`src/msg_parser_defs.vh`:
```
`ifndef MSG_PARSER_DEFS_VH
`define MSG_PARSER_DEFS_VH
// byte codes
`define CH_LF          8'h0A
`define CH_SPACE       8'h20
`define CH_COLON       8'h3A
`define CH_SEMI        8'h3B
`define CH_COMMA       8'h2C
`define CH_STAR        8'h2A
`define CH_QUERY       8'h3F
`define CH_DOT         8'h2E
`define CH_PLUS        8'h2B
`define CH_MINUS       8'h2D
`define CH_E           8'h45
`define CH_K           8'h4B
`define CH_M           8'h4D
`define CH_G           8'h47
// message and response limits
`define MSG_MAX_BYTES  9'h100
`define RSP_MAX_CHARS  9'h100
// status byte bit positions
`define SB_OPER        7
`define SB_MSS         6
`define SB_ESB         5
`define SB_MAV         4
`define SB_MSG         2
// error classes
`define ERR_NONE       2'h0
`define ERR_CMD        2'h1
`define ERR_EXE        2'h2
`define ERR_DEV        2'h3
// tree levels
`define LVL_ROOT       2'h0
`define LVL_MAX        2'h3
`endif

```
`src/upcase_char.v`:
```
`timescale 1ns/10ps
// folds lower-case letters to upper case
module upcase_char
(
    input  wire [7:0] char_in,
    output wire [7:0] char_out
);
    // letters a..z lose bit 5
    assign char_out = (char_in >= 8'h61 && char_in <= 8'h7A) ?
                      (char_in & 8'hDF) : char_in;
endmodule

```
`src/status_byte_unit.v`:
```
`timescale 1ns/10ps
`include "msg_parser_defs.vh"
// status byte assembly and service request
module status_byte_unit
(
    input  wire       ref_clk,
    input  wire       reset,
    input  wire       oper_busy,
    input  wire       event_summary,
    input  wire       msg_avail,
    input  wire       new_status,
    input  wire [7:0] sre_mask,
    input  wire       poll_ack,
    output reg  [7:0] status_reg,
    output reg        srq_reg
);
    wire [7:0] raw;
    wire       mss;
    // bits 3, 1, 0 stay zero
    assign raw = {oper_busy, 1'b0, event_summary, msg_avail, 1'b0,
                  new_status, 2'b00};
    assign mss = |(raw & sre_mask & 8'hBF);
    // register byte; request rises with the summary bit, poll clears it
    always @(posedge ref_clk)
    begin
        if (reset)
        begin
            status_reg <= 8'h00;
            srq_reg    <= 1'b0;
        end
        else
        begin
            status_reg <= raw | {1'b0, mss, 6'h00};
            if (mss && !status_reg[`SB_MSS])
                srq_reg <= 1'b1;
            else if (poll_ack || !mss)
                srq_reg <= 1'b0;
        end
    end
endmodule

```
`src/scpi_message_parser_status.v`:
```
`timescale 1ns/10ps
`include "msg_parser_defs.vh"
//Contract
//- semicolons join commands; 256-byte message accepted
//- line-feed or end-or-identify ends message
//- bytes 00h-20h except LF separate parameter
//- parse words, integers, reals, K M G
//- malformed command error; unapplicable execution error
//- reset puts tree position at root
//- terminator returns tree position to root
//- leading colon resolves from root
//- inner colon descends when path valid
//- semicolon keeps current tree position
//- commas separate parameters, path untouched
//- asterisk commands decoded regardless of path; code gives them command error when path_valid low
//- commands executed in string order
//- one response unit per query, semicolons
//- command outside mode gives execution error; code exempts asterisk commands, even with mode_allows low
//- full or short forms, case ignored
//- responses upper case, LF with EOI
//- items comma separated, 256 chars max
//- status byte by query or poll
//- bit 6 service request / summary
//- bits 7, 5, 4 busy, events, output
//- bit 2 new message, 3 1 0 zero
//- enable mask and byte give bit 6
module scpi_message_parser_status
(
    input  wire       ref_clk,
    input  wire       reset,
    input  wire [7:0] rx_data,
    input  wire       rx_valid,
    input  wire       rx_eoi,
    input  wire       oper_busy,
    input  wire       event_summary,
    input  wire       path_valid,
    input  wire       mode_allows,
    input  wire       setting_approx,
    input  wire [7:0] sre_mask,
    input  wire       poll_ack,
    input  wire [7:0] rsp_data,
    input  wire       rsp_valid,
    input  wire       rsp_item_end,
    input  wire       tx_ready,
    output reg  [7:0] tx_data,
    output reg        tx_valid,
    output reg        tx_eoi,
    output reg  [1:0] tree_level,
    output reg        cmd_exec,
    output reg        cmd_common,
    output reg        cmd_query,
    output reg  [7:0] cmd_first,
    output reg  [2:0] param_kind,
    output reg  [1:0] err_class,
    output reg        err_pulse,
    output wire [7:0] service_status_byte,
    output wire       srq
);
    // byte synchronisers, two stages on external pins
    reg [7:0] rxd_s1, rxd_s2;
    reg       rxv_s1, rxv_s2, rxv_s3, eoi_s1, eoi_s2;
    wire      rx_stb = rxv_s2 & ~rxv_s3;
    wire [7:0] ch;
    always @(posedge ref_clk)
    begin
        if (reset)
        begin
            rxd_s1 <= 8'h00;
            rxd_s2 <= 8'h00;
            rxv_s1 <= 1'b0;
            rxv_s2 <= 1'b0;
            rxv_s3 <= 1'b0;
            eoi_s1 <= 1'b0;
            eoi_s2 <= 1'b0;
        end
        else
        begin
            rxd_s1 <= rx_data;
            rxd_s2 <= rxd_s1;
            rxv_s1 <= rx_valid;
            rxv_s2 <= rxv_s1;
            rxv_s3 <= rxv_s2;
            eoi_s1 <= rx_eoi;
            eoi_s2 <= eoi_s1;
        end
    end
    // case folding of incoming text
    upcase_char u_fold
    (
        .char_in  (rxd_s2),
        .char_out (ch)
    );
    // parser states
    localparam ST_HEAD  = 3'h0;
    localparam ST_PARAM = 3'h1;
    localparam ST_SKIP  = 3'h2;
    localparam ST_GAP   = 3'h3;
    // parameter kinds
    localparam PK_NONE = 3'h0;
    localparam PK_WORD = 3'h1;
    localparam PK_INT  = 3'h2;
    localparam PK_REAL = 3'h3;
    localparam PK_MULT = 3'h4;
    localparam PK_BAD  = 3'h5;
    function is_digit;
        input [7:0] c;
        begin
            is_digit = (c >= 8'h30 && c <= 8'h39);
        end
    endfunction
    function is_alpha;
        input [7:0] c;
        begin
            is_alpha = (c >= 8'h41 && c <= 8'h5A);
        end
    endfunction
    // classify one parameter byte, updating the running kind
    function [2:0] kind_step;
        input [2:0] k;
        input [7:0] c;
        begin
            kind_step = PK_BAD;
            if (k == PK_NONE)
                kind_step = is_alpha(c) ? PK_WORD :
                    (is_digit(c) || c == `CH_PLUS || c == `CH_MINUS) ?
                    PK_INT : (c == `CH_DOT) ? PK_REAL : PK_BAD;
            else if (k == PK_WORD)
                kind_step = is_alpha(c) || is_digit(c) ? PK_WORD : PK_BAD;
            else if (k == PK_INT || k == PK_REAL)
            begin
                if (is_digit(c))
                    kind_step = k;
                else if (c == `CH_DOT || c == `CH_E || c == `CH_PLUS ||
                         c == `CH_MINUS)
                    kind_step = PK_REAL;
                else if (c == `CH_K || c == `CH_M || c == `CH_G)
                    kind_step = PK_MULT;
            end
            else if (k == PK_MULT && is_alpha(c))
                kind_step = PK_MULT;                     // unit letters
        end
    endfunction
    reg [2:0] state_reg;
    reg [8:0] msg_cnt_reg;
    reg       head_any_reg, head_colon_reg, head_q_reg;
    reg       mav_reg, newmsg_reg, first_rmu_reg;
    reg [8:0] out_cnt_reg;
    wire      term = rx_stb & ((ch == `CH_LF) | eoi_s2);
    wire      sep  = (ch < `CH_SPACE || ch == `CH_SPACE) &&
                     ch != `CH_LF;
    wire      known = head_colon_reg ? 1'b1 : path_valid;
    // finish a command: flag command and execution errors in priority, else execute, flagging a device error if the setting is approximated
    task finish_cmd;
        begin
            if (!known)
            begin
                err_class <= `ERR_CMD;
                err_pulse <= 1'b1;
            end
            else if (param_kind == PK_BAD)
            begin
                err_class <= `ERR_CMD;
                err_pulse <= 1'b1;
            end
            else if (!mode_allows && !cmd_common)
            begin
                err_class <= `ERR_EXE;
                err_pulse <= 1'b1;
            end
            else
            begin
                cmd_exec <= 1'b1;
                if (setting_approx)
                begin
                    err_class <= `ERR_DEV;
                    err_pulse <= 1'b1;
                end
            end
        end
    endtask
    // command parser
    always @(posedge ref_clk)
    begin
        if (reset)
        begin
            state_reg      <= ST_HEAD;
            tree_level     <= `LVL_ROOT;
            msg_cnt_reg    <= 9'h000;
            head_any_reg   <= 1'b0;
            head_colon_reg <= 1'b0;
            head_q_reg     <= 1'b0;
            cmd_exec       <= 1'b0;
            cmd_common     <= 1'b0;
            cmd_query      <= 1'b0;
            cmd_first      <= 8'h00;
            param_kind     <= PK_NONE;
            err_class      <= `ERR_NONE;
            err_pulse      <= 1'b0;
            newmsg_reg     <= 1'b0;
        end
        else
        begin
            cmd_exec  <= 1'b0;
            err_pulse <= 1'b0;
            if (err_pulse)
                newmsg_reg <= 1'b1;
            if (rx_stb)
            begin
                if (msg_cnt_reg != `MSG_MAX_BYTES)
                    msg_cnt_reg <= msg_cnt_reg + 9'h001;
                if (term || ch == `CH_SEMI)
                begin
                    if (head_any_reg)
                        finish_cmd;
                    head_any_reg   <= 1'b0;
                    head_colon_reg <= 1'b0;
                    head_q_reg     <= 1'b0;
                    state_reg      <= ST_HEAD;
                    if (term)
                    begin
                        tree_level  <= `LVL_ROOT;
                        msg_cnt_reg <= 9'h000;
                    end
                end
                else
                begin
                    case (state_reg)
                    ST_HEAD:
                    begin
                        if (ch == `CH_COLON)
                        begin
                            if (!head_any_reg)
                                tree_level <= `LVL_ROOT;
                            else if (path_valid &&
                                     tree_level != `LVL_MAX)
                                tree_level <= tree_level + 2'h1;
                            head_colon_reg <= head_any_reg;
                        end
                        else if (!head_any_reg && ch == `CH_STAR)
                        begin
                            cmd_common   <= 1'b1;
                            cmd_first    <= ch;
                            param_kind   <= PK_NONE;
                            head_any_reg <= 1'b1;
                        end
                        else if (ch == `CH_QUERY)
                            head_q_reg <= 1'b1;
                        else if (sep)
                        begin
                            if (head_any_reg)
                                state_reg <= ST_GAP;
                        end
                        else
                        begin
                            if (!head_any_reg)
                            begin
                                cmd_first  <= ch;
                                cmd_common <= 1'b0;
                                param_kind <= PK_NONE;
                            end
                            head_any_reg <= 1'b1;
                        end
                        cmd_query <= head_q_reg | (ch == `CH_QUERY);
                    end
                    ST_GAP:
                        if (!sep)
                        begin
                            param_kind <= kind_step(PK_NONE, ch);
                            state_reg  <= ST_PARAM;
                        end
                    ST_PARAM:
                        if (ch == `CH_COMMA)
                        begin
                            if (param_kind == PK_NONE)
                                param_kind <= PK_BAD;
                            state_reg <= ST_GAP;
                        end
                        else if (!sep)
                            param_kind <= kind_step(param_kind, ch);
                    default:
                        state_reg <= ST_HEAD;
                    endcase
                end
            end
            else if (cmd_exec)
                cmd_common <= 1'b0;
        end
    end
    // response formatter: semicolons between units, commas in items
    always @(posedge ref_clk)
    begin
        if (reset)
        begin
            tx_data       <= 8'h00;
            tx_valid      <= 1'b0;
            tx_eoi        <= 1'b0;
            out_cnt_reg   <= 9'h000;
            first_rmu_reg <= 1'b1;
            mav_reg       <= 1'b0;
        end
        else
        begin
            if (tx_valid && tx_ready)
                tx_valid <= 1'b0;
            if (tx_valid && tx_ready && tx_eoi)
            begin
                tx_eoi        <= 1'b0;
                mav_reg       <= 1'b0;
                out_cnt_reg   <= 9'h000;
                first_rmu_reg <= 1'b1;
            end
            else if (cmd_exec && cmd_query && !first_rmu_reg &&
                     !tx_valid && out_cnt_reg != `RSP_MAX_CHARS)
            begin
                tx_data     <= `CH_SEMI;
                tx_valid    <= 1'b1;
                out_cnt_reg <= out_cnt_reg + 9'h001;
            end
            else if (rsp_valid && !tx_valid)
            begin
                mav_reg       <= 1'b1;
                first_rmu_reg <= 1'b0;
                if (out_cnt_reg != `RSP_MAX_CHARS)
                begin
                    tx_data     <= rsp_item_end ? `CH_COMMA :
                                   ((rsp_data >= 8'h61 &&
                                     rsp_data <= 8'h7A) ?
                                    (rsp_data & 8'hDF) : rsp_data);
                    tx_valid    <= 1'b1;
                    out_cnt_reg <= out_cnt_reg + 9'h001;
                end
            end
            else if (term && mav_reg && !tx_valid)
            begin
                tx_data  <= `CH_LF;
                tx_eoi   <= 1'b1;
                tx_valid <= 1'b1;
            end
        end
    end
    // status byte readable by query or poll
    status_byte_unit u_status
    (
        .ref_clk       (ref_clk),
        .reset         (reset),
        .oper_busy     (oper_busy),
        .event_summary (event_summary),
        .msg_avail     (mav_reg),
        .new_status    (newmsg_reg),
        .sre_mask      (sre_mask),
        .poll_ack      (poll_ack),
        .status_reg    (service_status_byte),
        .srq_reg       (srq)
    );
endmodule

```
`config.mk`:
```
export PLATFORM = sky130hd
export DESIGN_NAME = scpi_message_parser_status
export DESIGN_NICKNAME = d
export VERILOG_FILES = /design/src/upcase_char.v /design/src/status_byte_unit.v /design/src/scpi_message_parser_status.v
export VERILOG_INCLUDE_DIRS = /design/src /design/src/src
export SDC_FILE = /design/constraint.sdc
export NUM_CORES = 1
export LEC_CHECK = 0
export BUFFER_PORTS_ARGS = -buffer_cell sky130_fd_sc_hd__buf_2
export CAP_MARGIN = 20
export CORE_MARGIN = 10
export CORE_UTILIZATION = 54
export DETAILED_ROUTE_END_ITERATION = 16
export PLACE_DENSITY_LB_ADDON = 0.05
export REMOVE_ABC_BUFFERS = 1
export SYNTH_ARGS = -nofsm -noshare
export SYNTH_HDL_FRONTEND = slang
export SYNTH_SLANG_ARGS = --single-unit
```
`constraint.sdc`:
```
create_clock -name ref_clk -period 2.7 [get_ports ref_clk]
set_input_delay 0.405 -clock ref_clk [delete_from_list [all_inputs] [get_ports ref_clk]]
set_output_delay 0.405 -clock ref_clk [all_outputs]
set_load 0.005 [all_outputs]
```
==> reports/summary.md, run 1 <==
- outcome: finished, final reports clean
- launching point of the worst reg2reg path: rxd_s2[0]
- depth of the CTS H-tree: 3
- final core occ: 64.6%
- cell area after synthesis: 3380 um^2
- worst supply voltage drop on vdd: 0.462 mV
- clock insertion delay at the later pin of the skew report: 0.34 ns
- Register-to-Register Path Depth: 6
- Clock Tree Root: sky130_fd_sc_hd__clkbuf_8
- clock slew at reported path FFs: 0.07 ns
- power per unit of standard cell area: 568 nW/um^2
- final worst-path cycle share: 86.4%
- largest clock skew in the final design: 0.00672 ns
- floorplan core area: 5990 um^2
- number of maximum-capacitance violations: 0
- category of the worst setup path launch point: flip-flop
- async set-or-reset flop fraction in the synthesized netlist: 0%
- sequential fraction of the synthesis area: 43.3%
- maximum operating frequency: 429 MHz
- number of nets with antenna violations after routing: 0
- critical path start-end classification: flip-flop to flip-flop
- Detailed Routing Iterations Pass 1: 4
- count of clock tree sinks: 73
- # Post-CTS Setup Buffers: 0
- overall via count from detail_route: 2829
- Synth cell types: 69
- Largest register FFs: 9
- layout net count: 478
- max-slew violation count: 0
- Remaining DRCs: 0
- start point of the critical path: rxd_s2[0]
- commonest non-fill, non-tap cell in the layout: sky130_fd_sc_hd__dfxtp_1
- biggest cell delay along the critical path: 0.58 ns
- number of buffers on the longest clock path: 2
- Tmin final: 2.33 ns
- global-route wire length before repair: 12.7 mm
- Setup crit end kind: flip-flop
- most frequent CP cell: sky130_fd_sc_hd__or3_1
- violation count after the first detailed-routing iteration: 176
- Reg-to-Reg End: cmd_common
- synthesized netlist cell count: 376
- post-synthesis register bit count: 73
- antenna violations before repair: 0
- setup repair after global routing missed its margin: false
- area enclosed by the die boundary: 9820 um^2
- layout overhead on the synthesized area: 14.5%
- placement row count: 28
- number of enable-type register cells in the synthesized netlist: 0
- hold buffers post-CTS: 0
- mean area per synthesized cell: 8.98 um^2
- total of warnings raised by yosys: 0
- weighted congestion at the end of routability-driven global placement: 0.857
- Worst Hold Launch: rx_valid
- Cell Chain, Critical Path: or3_1 > o211ai_1 > o211ai_2 > or3_1 > nand4b_1 > o31ai_2
- maximum number of pins on one net before global-route repair: 32
- number of antenna diodes: 0
- total overflow reported by the global router: 0
- DRT Wirelength: 7.71 mm
- Die Y: 99.1 um
- number of placed cells counting well taps: 502
- TritonCTS Buffers: 9
- LEAKAGE: 0.00161 uW
- vias in the first global route: 2694
- classification of the worst-slack hold path: input port to flip-flop
- final setup TNS: 0 ns
- count of endpoints failing setup in the final report: 0
- share of cells above drive strength 1: 22.8%
- top_reg_cell synth: sky130_fd_sc_hd__dfxtp_1
- final hold violation count: 0
- number of gates given a new drive strength after cts: 0
- effective utilization at floorplan: 56.4%
- Max-Slew Margin vs Limit: 47.5%
- leading cell types in the layout, fill and taps excluded: sky130_fd_sc_hd__dfxtp_1 (73), sky130_fd_sc_hd__buf_2 (67), sky130_fd_sc_hd__nor2_1 (39), sky130_fd_sc_hd__nor2b_1 (28), sky130_fd_sc_hd__a21oi_1 (27)
- wire length per cell after detailed routing: 14.9 um
- Req. time, crit path: 2.92 ns
- HPWL after DPL: 5.58 mm
- largest driver fanout on the critical path: 10
- total of buffers placed on input and output ports: 67
- critical path arrival: 2.55 ns
- last element of the critical path: cmd_common
- Finished Layout Cells: 518
- worst-case register-to-register setup slack: 0.37 ns
- slew at the pin closest to its max-slew limit: 0.783 ns
- CTS tree: done
- IO Count: 75
- CP max stage cell: sky130_fd_sc_hd__or3_1
- overall routing resource usage: 15.5%
- Via density: 5.46
- Die Wd: 99.1 um
-- cell type report --
class / instances / area, um^2
Fill cell: 526 / 2120
Clock inverter: 4 / 51.3
Multi-Input combinational cell: 266 / 1670
Inverter: 13 / 48.8
Tap cell: 75 / 93.8
Timing Repair Buffer: 75 / 395
Sequential cell: 73 / 1460
Clock buffer: 12 / 145
-- metal layers --
metal	GRT usage, %	routed length (um)	share of wire (%)
met5	0	0	0
met4	5.18	89	1.2
met3	6.23	455	5.9
met2	23.4	3480	45
met1	19.6	3690	48
-- cell usage after synthesis (all sizes together), types with 3 or more instances --
library cell	number	area, um^2
a211oi	4	30.0
a21boi	3	22.5
a21o	3	22.5
a21oi	27	135
a221oi	3	32.5
a22oi	3	22.5
a311oi	3	26.3
a41oi	4	35.0
and3	6	37.5
buf	11	88.8
clkbuf	13	90.1
dfxtp	73	1460
ha	3	37.5
inv	13	48.8
mux2i	8	80.1
nand2	25	93.8
nand2b	7	43.8
nand3	8	40.0
nand3b	4	30.0
nand4	3	18.8
nor2	39	146
nor2b	28	175
nor3	7	35.0
o211ai	4	35.0
o21ai	14	70.1
o31ai	4	35.0
or3	6	37.5
or4	3	23.8
xnor2	4	35.0
xor2	5	43.8
-- critical path: cells and delay by family (launching register included) --
family          cells  cell delay [ns]
compound gates      3             0.55
flops               1             0.41
simple gates        3             1.24
-- metrics by stage --
step / hold slack, ns / instance area, um^2 / power, uW / worst slack, ns
after floorplan: 0.414 / 3180 / 1270 / 0.553
after global placement: 0.417 / 3670 / 1350 / 0.423
after detailed placement: 0.424 / 3670 / 1360 / 0.387
after CTS: 0.249 / 3870 / 2220 / 0.358
after global routing: 0.250 / 3870 / 2300 / 0.0992
final: 0.265 / 3870 / 2200 / 0.368
-- worst min-delay path by stage --
| stage | endpoint | cells after the start | slack, ns |
|---|---|---|---|
| 2_1_floorplan | eoi_s2 | 1 | 0.41 |
| 3_3_place_gp | rxd_s2[7] | 1 | 0.42 |
| 3_5_place_dp | rxd_s2[5] | 1 | 0.42 |
| 4_1_cts | rxv_s1 | 2 | 0.25 |
| 5_1_grt | rxd_s1[3] | 2 | 0.25 |
| 6_report | rxv_s1 | 2 | 0.27 |
-- cells by family after synthesis --
kind of cell / count (synthesis) / share of synthesized area, %
AOI/OAI and AO/OA: 93 / 19.2
other: 1 / 0.111
DFF: 73 / 43.3
and+or+nand+nor: 150 / 24.1
xor gates and xnor gates: 9 / 2.33
adders and majority gates: 3 / 1.11
muxes: 8 / 2.37
buffers and inverters: 39 / 7.44
-- power breakdown --
group          internal, uW  total, uW  switching (uW)
sequential             1110       1140            28.1
combinational          90.9        195             104
clock                   455        861             406
Note: power is estimated with default switching activity, not from simulation.
==> run 2, diff against run 1 <==
- RECOVER_POWER: not set -> 25
==> run 2 against run 1 <==
Register-to-register slack hardly changed. Combinational power hardly changed. Hold slack hardly changed. Sequential power hardly changed. Die area stayed put. Fmax hardly changed. Final area is 0.23% lower. Non-clock buffer count stayed put. Largest power group unchanged.
==> reports/summary.md, run 2 (synthesis results as in run 1) <==
- TritonCTS Buffers: 9
- critical path arrival: 2.55 ns
- wire length per cell after detailed routing: 14.9 um
- CTS tree: done
- number of maximum-capacitance violations: 0
- Req. time, crit path: 2.92 ns
- Detailed Routing Iterations Pass 1: 4
- largest driver fanout on the critical path: 10
- layout net count: 478
- number of antenna diodes: 0
- power per unit of standard cell area: 569 nW/um^2
- Register-to-Register Path Depth: 6
- DRT Wirelength: 7.73 mm
- clock insertion delay at the later pin of the skew report: 0.35 ns
- # Post-CTS Setup Buffers: 0
- count of clock tree sinks: 73
- fill cell count: 532
- number of buffers on the longest clock path: 2
- violation count after the first detailed-routing iteration: 172
- maximum operating frequency: 429 MHz
- overall routing resource usage: 15.5%
- kind of cell with the highest combined delay on the critical path: simple AND/OR/NAND/NOR gates
- Via density: 5.47
- worst supply voltage drop on vdd: 0.461 mV
- outcome: finished, final reports clean
- LEAKAGE: 0.00159 uW
- Tmin final: 2.33 ns
- Clock Tree Root: sky130_fd_sc_hd__clkbuf_8
- IO Count: 75
- Die Y: 99.1 um
- Setup crit end kind: flip-flop
- last element of the critical path: cmd_common
- overall via count from detail_route: 2836
- count of endpoints failing setup in the final report: 0
- Cell Chain, Critical Path: or3_1 > o211ai_1 > o211ai_2 > or3_1 > nand4b_1 > o31ai_2
- area enclosed by the die boundary: 9820 um^2
- number of gates given a new drive strength after cts: 0
- final setup TNS: 0 ns
- launching point of the worst reg2reg path: rxd_s2[0]
- largest clock skew in the final design: 0.00720 ns
- total of buffers placed on input and output ports: 67
- antenna violations before repair: 0
- critical path start-end classification: flip-flop to flip-flop
- number of nets with antenna violations after routing: 0
- share of cells above drive strength 1: 21.7%
- worst-case register-to-register setup slack: 0.37 ns
- Largest register FFs: 9
- hold buffers post-CTS: 0
- total overflow reported by the global router: 0
- leading cell types in the layout, fill and taps excluded: sky130_fd_sc_hd__dfxtp_1 (73), sky130_fd_sc_hd__buf_2 (62), sky130_fd_sc_hd__nor2_1 (39), sky130_fd_sc_hd__nor2b_1 (28), sky130_fd_sc_hd__a21oi_1 (27)
- global-route wire length before repair: 12.7 mm
- Worst Hold Launch: rx_valid
- biggest cell delay along the critical path: 0.58 ns
- Die Wd: 99.1 um
- Remaining DRCs: 0
- Max-Slew Margin vs Limit: 6.22%
- HPWL after DPL: 5.58 mm
- most frequent CP cell: sky130_fd_sc_hd__or3_1
- total power: 2200 uW
- layout overhead on the synthesized area: 14.3%
- slew at the pin closest to its max-slew limit: 1.41 ns
- setup repair after global routing missed its margin: false
- vias in the first global route: 2694
- category of the worst setup path launch point: flip-flop
- final worst-path cycle share: 86.4%
- effective utilization at floorplan: 56.4%
- max-slew violation count: 0
- total stage count of the critical path: 6
- commonest non-fill, non-tap cell in the layout: sky130_fd_sc_hd__dfxtp_1
- maximum number of pins on one net before global-route repair: 32
- floorplan core area: 5990 um^2
- placement row count: 28
- Buf+Inv Stages, Crit Path: 0
- clock slew at reported path FFs: 0.07 ns
- CP max stage cell: sky130_fd_sc_hd__or3_1
- start point of the critical path: rxd_s2[0]
- classification of the worst-slack hold path: input port to flip-flop
- weighted congestion at the end of routability-driven global placement: 0.857
- depth of the CTS H-tree: 3
- final hold violation count: 0
- Reg-to-Reg End: cmd_common
run 2: changes by cell type in the layout (fill, tap and decap cells not counted), sizes merged:
cell    before  now
buf         75   69
clkbuf      12   18
run 2: through the flow:
| stage | setup slack, ns | area [um^2] | cells | utilization, % | hold slack (ns) |
|---|---|---|---|---|---|
| 6_report | 0.368 | 3860 | 518 | 64.4 | 0.265 |
| 5_1_grt | 0.0725 | 3860 | 518 | 64.4 | 0.250 |
| 4_1_cts | 0.358 | 3870 | 518 | 64.6 | 0.249 |
| 3_5_place_dp | 0.387 | 3670 | 502 | 61.3 | 0.424 |
| 3_3_place_gp | 0.423 | 3670 | 502 | 61.3 | 0.417 |
| 2_1_floorplan | 0.553 | 3180 | 352 | - | 0.414 |
run 2: final cells by class:
class / instances / area, um^2 / area share [%]
tap: 75 / 93.8 / 2.43
multi-input combinational: 266 / 1670 / 43.3
inverter: 13 / 48.8 / 1.26
clock buffer: 12 / 145 / 3.76
sequential: 73 / 1460 / 37.9
timing repair buffer: 75 / 387 / 10.0
clock inverter: 4 / 51.3 / 1.33
run 2: per-layer routing:
layer | vias to the layer above | share of wire [%] | global-route usage (%)
li1 | 1456 | - | -
met1 | 1309 | 47 | 19.6
met2 | 63 | 45 | 23.4
met3 | 8 | 6.2 | 6.23
met4 | 0 | 1.2 | 5.18
met5 | - | 0 | 0
run 2: where the power goes:
part | total [uW] | switching [uW] | internal [uW]
Clock | 861 | 406 | 455
Combinational | 194 | 104 | 89.7
Sequential | 1140 | 28.2 | 1110
Total | 2200 | 539 | 1660
run 2: worst min path at each step:
stage                endpoint  cells past startpoint
finish                 rxv_s1                      2
global route        rxd_s1[3]                      2
CTS                    rxv_s1                      2
detailed placement  rxd_s2[5]                      1
global placement    rxd_s2[7]                      1
floorplan              eoi_s2                      1
